File: src/wait_seq_pkg.sv
// shared types and constants for the list trigger-wait sequencer
// assumes a single 125 MHz clock domain
package wait_seq_pkg;

   // ==========================================================
   // timing
   localparam int unsigned CLK_MHZ         = 125;
   localparam int unsigned STABLE_NS       = 2000;
   localparam int unsigned STABLE_CYC      = (STABLE_NS * CLK_MHZ + 999) / 1000;
   localparam int unsigned TIMEOUT_MAX_MS  = 33;
   localparam int unsigned TIMEOUT_MAX_CYC = TIMEOUT_MAX_MS * CLK_MHZ * 1000;
   localparam int unsigned TMO_W           = 23;
   localparam int unsigned VAL_W           = 16;
   localparam int unsigned LEN_W           = 12;

   // ==========================================================
   // error codes, magnitude of the negative code
   localparam logic [9:0] ERR_NONE      = 10'h000;
   localparam logic [9:0] ERR_SETTINGS  = 10'h0dd; // 221
   localparam logic [9:0] ERR_NOT_SAME  = 10'h0e2; // 226
   localparam logic [9:0] ERR_UNBALANCE = 10'h0ec; // 236
   localparam logic [9:0] ERR_CMD       = 10'h064; // 100, command error

   // ==========================================================
   // command codes
   typedef enum logic [2:0] {
      CMD_NONE      = 3'h0,
      CMD_CURR_LIST = 3'h1,
      CMD_VOLT_LIST = 3'h2,
      CMD_WAIT_EDGE = 3'h3,
      CMD_WAIT_LOW  = 3'h4,
      CMD_OTHER     = 3'h5
   } cmd_t;

   typedef struct packed {
      cmd_t             op;
      logic [LEN_W-1:0] dwell_len;
      logic [LEN_W-1:0] value_len;
   } cmd_req_t;

   typedef struct packed {
      logic             is_low;    // 1 low-level, 0 falling-edge
      logic [VAL_W-1:0] value;
   } step_t;

   typedef struct packed {
      logic       valid;
      logic [9:0] code;
   } err_t;

endpackage : wait_seq_pkg

File: src/wait_sequencer.sv
// trigger-wait stage of the list step sequencer
// assumes one clock, commands from the list parser as one-cycle pulses
`timescale 1ns/10ps

// Summary of operation
// - A falling-edge wait step advances on a high-to-low trigger or at a non-zero timeout.
// - If trigger is low at edge-step entry, it must rise then fall again.
// - Each wait step drives its programmed output value at entry.
// - A non-zero timeout ends an edge step at edge or expiry, first wins.
// - A zero timeout makes an edge step wait only for the edge.
// - A low-level step with timeout set is skipped if trigger is low.
// - A low-level step entered high ends on low or timeout, first wins.
// - A low-level step with zero timeout waits until trigger is low.
// - Low-level steps count trigger levels only after 2 us of stability.
// - Edge steps still see the trailing edge of pulses under 2 us.
// - A wait command without a prior list entry posts error -221.
// - Edge wait with unequal dwell and value lengths posts error -226.
// - Low wait with unequal dwell and value lengths posts error -236.
// - The step timeout is clamped to 33 ms.
// - While the list runs, any command other than CMD_NONE posts a command error.
module wait_sequencer
   import wait_seq_pkg::*;
#(
   parameter int unsigned TMO_MAX = TIMEOUT_MAX_CYC,
   parameter int unsigned STABLE  = STABLE_CYC
) (
   input  wire logic             CLK_I,
   input  wire logic             RST_B_I,
   input  wire logic             TRIG_I,
   input  wire logic             CMD_VALID_I,
   input  wire cmd_req_t         CMD_I,
   input  wire logic             RUN_I,
   input  wire logic [TMO_W-1:0] TIMEOUT_I,
   input  wire logic             STEP_VALID_I,
   input  wire step_t            STEP_I,
   output logic [VAL_W-1:0]      OUT_VALUE_O,
   output logic                  WAITING_O,
   output logic                  ADVANCE_O,
   output logic                  TIMED_OUT_O,
   output err_t                  ERR_O
);

   typedef enum logic [2:0] {
      ST_IDLE = 3'b001,
      ST_ARM  = 3'b010,
      ST_WAIT = 3'b100
   } state_t;

   // ==========================================================
   // trigger conditioning
   logic level;
   logic fall;
   logic raw;

   trig_filter #(
      .STABLE (STABLE)
   ) u_filt (
      .clk_i   (CLK_I),
      .rst_b_i (RST_B_I),
      .trig_i  (TRIG_I),
      .level_o (level),
      .fall_o  (fall),
      .raw_o   (raw)
   );

   // ==========================================================
   // step state
   state_t           state_reg;
   state_t           state_next;
   logic             is_low_reg;
   logic [TMO_W-1:0] tmo_reg;
   logic [TMO_W-1:0] cnt_reg;
   logic             list_open_reg;

   function automatic logic [TMO_W-1:0] clamp_tmo(input logic [TMO_W-1:0] t);
      if (t > TMO_W'(TMO_MAX)) return TMO_W'(TMO_MAX);
      return t;
   endfunction : clamp_tmo

   function automatic logic is_list_cmd(input cmd_t op);
      return op != CMD_NONE;
   endfunction : is_list_cmd

   logic expired;
   logic hit;
   assign expired = (tmo_reg != '0)
                    && (cnt_reg >= tmo_reg - TMO_W'(1));
   // low steps use filtered level; edge steps use raw fall
   assign hit = is_low_reg ? ~level : fall;

   always_comb begin
      state_next = state_reg;
      unique case (state_reg)
         ST_IDLE: begin
            if (STEP_VALID_I && RUN_I) begin
               state_next = ST_ARM;
            end
         end
         ST_ARM: begin
            // edge step: raw low at entry needs a rise first
            if (is_low_reg) begin
               if (~level && tmo_reg != '0) begin
                  state_next = ST_IDLE;
               end else begin
                  state_next = ST_WAIT;
               end
            end else if (raw) begin
               state_next = ST_WAIT;
            end else if (expired) begin
               state_next = ST_IDLE;
            end
         end
         ST_WAIT: begin
            if (hit || expired) begin
               state_next = ST_IDLE;
            end
         end
         default: state_next = ST_IDLE;
      endcase
      if (!RUN_I) begin
         state_next = ST_IDLE;
      end
   end

   always_ff @(posedge CLK_I or negedge RST_B_I) begin
      if (!RST_B_I) begin
         state_reg <= ST_IDLE;
      end else begin
         state_reg <= state_next;
      end
   end

   // ==========================================================
   // step capture and output value
   always_ff @(posedge CLK_I or negedge RST_B_I) begin
      if (!RST_B_I) begin
         is_low_reg  <= 1'b0;
         tmo_reg     <= '0;
         OUT_VALUE_O <= '0;
      end else if (state_reg == ST_IDLE && STEP_VALID_I && RUN_I) begin
         is_low_reg  <= STEP_I.is_low;
         tmo_reg     <= clamp_tmo(TIMEOUT_I);
         OUT_VALUE_O <= STEP_I.value;
      end
   end

   // ==========================================================
   // timeout counter, restarted per step
   always_ff @(posedge CLK_I or negedge RST_B_I) begin
      if (!RST_B_I) begin
         cnt_reg <= '0;
      end else if (state_reg == ST_IDLE) begin
         cnt_reg <= '0;
      end else if (!expired) begin
         cnt_reg <= cnt_reg + TMO_W'(1);
      end
   end

   // ==========================================================
   // status outputs
   always_ff @(posedge CLK_I or negedge RST_B_I) begin
      if (!RST_B_I) begin
         WAITING_O   <= 1'b0;
         ADVANCE_O   <= 1'b0;
         TIMED_OUT_O <= 1'b0;
      end else begin
         WAITING_O   <= state_next != ST_IDLE;
         ADVANCE_O   <= state_reg != ST_IDLE && state_next == ST_IDLE
                        && RUN_I;
         // trigger wins over a timeout in the same cycle
         // a skip on a low level at entry is not a timeout
         TIMED_OUT_O <= state_reg != ST_IDLE && state_next == ST_IDLE
                        && RUN_I && expired
                        && !(is_low_reg && !level)
                        && !(state_reg == ST_WAIT && hit);
      end
   end

   // ==========================================================
   // command checking
   always_ff @(posedge CLK_I or negedge RST_B_I) begin
      if (!RST_B_I) begin
         list_open_reg <= 1'b0;
      end else if (CMD_VALID_I && !RUN_I) begin
         if (CMD_I.op == CMD_CURR_LIST || CMD_I.op == CMD_VOLT_LIST) begin
            list_open_reg <= 1'b1;
         end
      end
   end

   always_ff @(posedge CLK_I or negedge RST_B_I) begin
      if (!RST_B_I) begin
         ERR_O <= '0;
      end else begin
         ERR_O <= '0;
         if (CMD_VALID_I) begin
            if (RUN_I && is_list_cmd(CMD_I.op)) begin
               ERR_O <= '{valid: 1'b1, code: ERR_CMD};
            end else if (CMD_I.op == CMD_WAIT_EDGE
                         || CMD_I.op == CMD_WAIT_LOW) begin
               if (!list_open_reg) begin
                  ERR_O <= '{valid: 1'b1, code: ERR_SETTINGS};
               end else if (CMD_I.dwell_len != CMD_I.value_len) begin
                  ERR_O <= '{valid: 1'b1,
                             code: (CMD_I.op == CMD_WAIT_EDGE)
                                   ? ERR_NOT_SAME
                                   : ERR_UNBALANCE};
               end
            end
         end
      end
   end

endmodule : wait_sequencer

File: src/trig_filter.sv
// trigger input synchroniser, stability filter and raw fall detector
// assumes trigger pin is asynchronous to CLK_I
`timescale 1ns/10ps
module trig_filter
   import wait_seq_pkg::*;
#(
   parameter int unsigned STABLE = STABLE_CYC
) (
   input  wire logic clk_i,
   input  wire logic rst_b_i,
   input  wire logic trig_i,
   output logic      level_o,
   output logic      fall_o,
   output logic      raw_o
);
   // ==========================================================
   // synchroniser
   logic       s1_reg;
   logic       s2_reg;
   logic       s3_reg;
   logic [8:0] cnt_reg;

   always_ff @(posedge clk_i or negedge rst_b_i) begin
      if (!rst_b_i) begin
         s1_reg <= 1'b1;
         s2_reg <= 1'b1;
         s3_reg <= 1'b1;
      end else begin
         s1_reg <= trig_i;
         s2_reg <= s1_reg;
         s3_reg <= s2_reg;
      end
   end

   // ==========================================================
   // level filter: must hold STABLE cycles
   always_ff @(posedge clk_i or negedge rst_b_i) begin
      if (!rst_b_i) begin
         cnt_reg <= '0;
         level_o <= 1'b1;
      end else if (s2_reg == level_o) begin
         cnt_reg <= '0;
      end else if (cnt_reg >= 9'(STABLE - 1)) begin
         cnt_reg <= '0;
         level_o <= s2_reg;
      end else begin
         cnt_reg <= cnt_reg + 9'h001;
      end
   end

   // unfiltered so short pulses still give an edge
   assign fall_o = s3_reg & ~s2_reg;
   assign raw_o  = s2_reg;

endmodule : trig_filter

File: config.mk
export PLATFORM = sky130hd
export DESIGN_NAME = wait_sequencer
export DESIGN_NICKNAME = d
export VERILOG_FILES = /design/src/wait_seq_pkg.sv /design/src/wait_sequencer.sv /design/src/trig_filter.sv
export SDC_FILE = /design/constraint.sdc
export NUM_CORES = 1
export LEC_CHECK = 0
export BUFFER_PORTS_ARGS = -buffer_cell sky130_fd_sc_hd__buf_2
export CAP_MARGIN = 20
export CELL_PAD_IN_SITES_DETAIL_PLACEMENT = 0
export CELL_PAD_IN_SITES_GLOBAL_PLACEMENT = 1
export CORE_ASPECT_RATIO = 0.75
export CORE_MARGIN = 2
export CORE_UTILIZATION = 45
export CTS_CLUSTER_SIZE = 25
export DETAILED_ROUTE_END_ITERATION = 16
export PLACE_DENSITY_LB_ADDON = 0.1
export SLEW_MARGIN = 15
export SYNTH_ARGS = -nofsm -noshare
export SYNTH_HDL_FRONTEND = slang
export SYNTH_SLANG_ARGS = --single-unit
File: constraint.sdc
create_clock -name CLK_I -period 11.6 [get_ports CLK_I]
set_input_delay 2.32 -clock CLK_I [delete_from_list [all_inputs] [get_ports CLK_I]]
set_output_delay 2.32 -clock CLK_I [all_outputs]
set_load 0.05 [all_outputs]
==> impl_results.md <==
* Number of enable flip-flop cells after synthesis at 0
* Clk slew on worst S/H paths at 0.07 ns
* Clock buffer depth at 2
* Tcrit/Tclk final at 36.2%
* Die X at 129 um
* Worst r2r path cells at 13
* Routability Congestion at 0.826
* Via-per-instance ratio at 5.74
* Flops & latches, synth at 90
* Unique masters post-synth at 59
* Worst Path Max Fanout at 15
* Rel. slew slack at 29.4%
* Total power at 854 uW
* I/O pins at 103
* Area grow syn2layout at 17.4%
* Synth Area in Compound Gates at 16.7%
* CTS sink cnt at 90
* Largest family of logic cells by synthesized area: simple AND/OR/NAND/NOR gates
* Overflow after GRT at 0
* Initial antenna violation count at 0
* Fin nets at 764
* Ratio of cells with drive above 1 in the final layout at 21.3%
* Iter 0 DRT Violations at 226
* Root buf cell: clkbuf_16
* Mapped Area at 5260 um^2
* Drt wl/cell at 16.3 um
* Worst path bufs/invs at 0
* Fin Setup TNS at 0 ns
* Slew Viols, Final at 0
* Avg Inst Size Synth at 9.28 um^2
* Worst Path Arrival at 4.44 ns
* Post-synth top area share at 40.4%
* Crit-path leading delay family: simple AND/OR/NAND/NOR gates
* Fillcell total at 1063
* IO Port Bufs at 100
* Cells after synthesis at 567
* Outcome: finished, final reports clean
* Number of synthesis warnings at 0
* Clock tree from TritonCTS: done
* Yosys top cell by area: dfrtp_1
* PostCTS Resize Cnt at 0
* Levels on crit path at 13
* Final hold vios at 0
* Final setup vio count at 0
* Setup Skew at 0.00929 ns
* Tmin final at 4.20 ns
* Simple-gate share of the synthesized area at 23.8%
* Sequential share of the synthesized area at 42.9%
* Most used DFF post-synth: dfrtp_1
* CP startpoint kind: register
* Critical Path Sink Type: register
* Share of flip-flops with an asynchronous set or reset at 100%
* Core area at 11500 um^2
* Starting Density at 45.8%
* Largest net degree at the start of global routing at 51
* Ranking of synthesized cells by area: dfrtp_1, nand2_1, ha_1, xnor2_1, a21oi_1
* Max_cap viols at 0
* Min-delay worst type: reg -> reg
* Die Area at 12600 um^2
* CTS hold repair buffers at 0
* Xor/xnor share of the synthesized area at 6.49%
* TritonCTS Buffers at 9
* Ant. Diodes at 0
* Total track usage at 21.7%
* First-pass DRT Iterations at 5
* Commonest non-fill, non-tap cell in the layout: buf_2
* Adder-Cell Fraction of Synth Area at 6.66%
* Mux cell area share after synthesis at 0.785%
* WS Path Type: reg -> reg
* F_max at 238 MHz
* Remaining DRCs at 0
* Req. time, crit path at 11.84 ns
* Die span in y at 97.6 um
* Dpl hpwl at 9940 um
* Worst slew pin tran at 1.05 ns
* Most frequent cells in the layout: buf_2, nand2_1, dfrtp_1, a21oi_1, nor2_1
* Vias in the first global route at 4405
* Leakage at 2.67 nW
* Remaining antenna violation count at 0
* Insertion delay of the later-clocked pin in the worst-skew pair at 0.35 ns
* Storage cell area at 2260 um^2
* VDD IR max at 0.0000703 V
* Setup bufs post-CTS at 0
* Crit path cell chain: or4_4 -> nor2_1 -> and2_1 -> nand2_1 -> nor3_1 -> xnor2_1 -> ha_1 -> nand2_1 -> o21ai_0 -> a21oi_1 -> nor2_1 -> o21ai_0 -> and3_1
* H-tree depth at 3
* Final wirelength at 13200 um
* First-pass GRT wire length at 21600 um
* Multi-input logic area at 2880 um^2
* PwrDens at 138 nW/um^2
* Slowest-stage cell, CP: nor2_1
* Row cnt at 34
* Via Count at 4661
* CP peak stage delay at 0.85 ns
* RSZ-0062 raised after global routing: no
* Hold Path Cell Cnt at 0
==> power by group <==
group          switching, mW  internal [mW]  total, mW
logic                  0.125         0.0693      0.194
registers             0.0295          0.344      0.374
clock network          0.128          0.158      0.285
==> final timing paths <==
check / startpoint / to / slack [ns]
max: tmo_reg[2] / WAITING_O / 7.40
min: u_filt.s1_reg / u_filt.raw_o / 0.37
max reg2reg: tmo_reg[2] / WAITING_O / 7.40
min reg2reg: u_filt.s1_reg / u_filt.raw_o / 0.37
max in group asynchronous: RST_B_I / ERR_O[4] / 8.60
min in group asynchronous: RST_B_I / cnt_reg[4] / 1.94
==> synthesized netlist by cell type, types with 3 or more instances <==
library cell  count
a211oi_1          3
a2111o_1          5
nor3_1           18
a21boi_0          3
a21oi_1          37
o21ai_0          18
or4_1            15
and2_1            5
or4_4             3
nor2_1           36
dfrtp_1          85
dfstp_2           5
and4_1            3
a22o_1            7
nand2b_1          3
and3_1            6
buf_4             4
or2_2             5
nand3_1          15
o22a_1           12
clkbuf_1         16
xnor2_1          32
or3_1             3
ha_1             28
nor3b_1           3
o41ai_1           5
inv_1            10
xor2_1            7
nand4_1          17
o21a_1            3
nor2b_1           7
nor4_1            8
mux2i_1           3
nand2_1          94
o31ai_1          12
==> routing by layer <==
layer  GRT usage (%)  routed length [um]
met1            30.5                6340
met2            33.5                6060
met3            4.46                 653
met4            7.02                 185
met5               0                   0
==> per-stage QoR <==
| stage | hold WS [ns] | area, um^2 | std cells | setup slack, ns | util [%] |
|---|---|---|---|---|---|
| after global routing | 0.371 | 6180 | 812 | 7.05 | 53.8 |
| after floorplan | 0.345 | 5270 | 569 | 7.66 | - |
| final | 0.367 | 6180 | 812 | 7.40 | 53.8 |
| after CTS | 0.370 | 6180 | 812 | 7.43 | 53.8 |
| after detailed placement | 0.360 | 5890 | 796 | 7.42 | 51.2 |
| after global placement | 0.346 | 5890 | 796 | 7.50 | 51.2 |
==> logic make-up (layout without fill, tap and decap cells) <==
family          Yosys count  in the layout
fa+ha+maj                28             28
mux                       4              4
buf+inv                  31            130
flops                    90             90
simple gates            248            248
compound gates          126            126
xor+xnor                 39             39
other cells               1              3
==> worst reg2reg max path, delay by kind of cell (launching register included) <==
kind | cells | cell delay (ns)
simple gates | 8 | 2.54
compound gates | 3 | 0.74
flops | 1 | 0.43
fa+ha+maj | 1 | 0.29
xor+xnor | 1 | 0.10
==> area by class of cell <==
class / instances / area share [%]
Inverter: 10 / 0.608
Clock inverter: 5 / 0.608
Clock buffer: 11 / 4.09
Tap cell: 144 / 2.92
Multi-Input combinational cell: 448 / 46.6
Sequential cell: 90 / 36.6
Timing Repair Buffer: 104 / 8.63
Note: power is estimated with default switching activity, not from simulation.
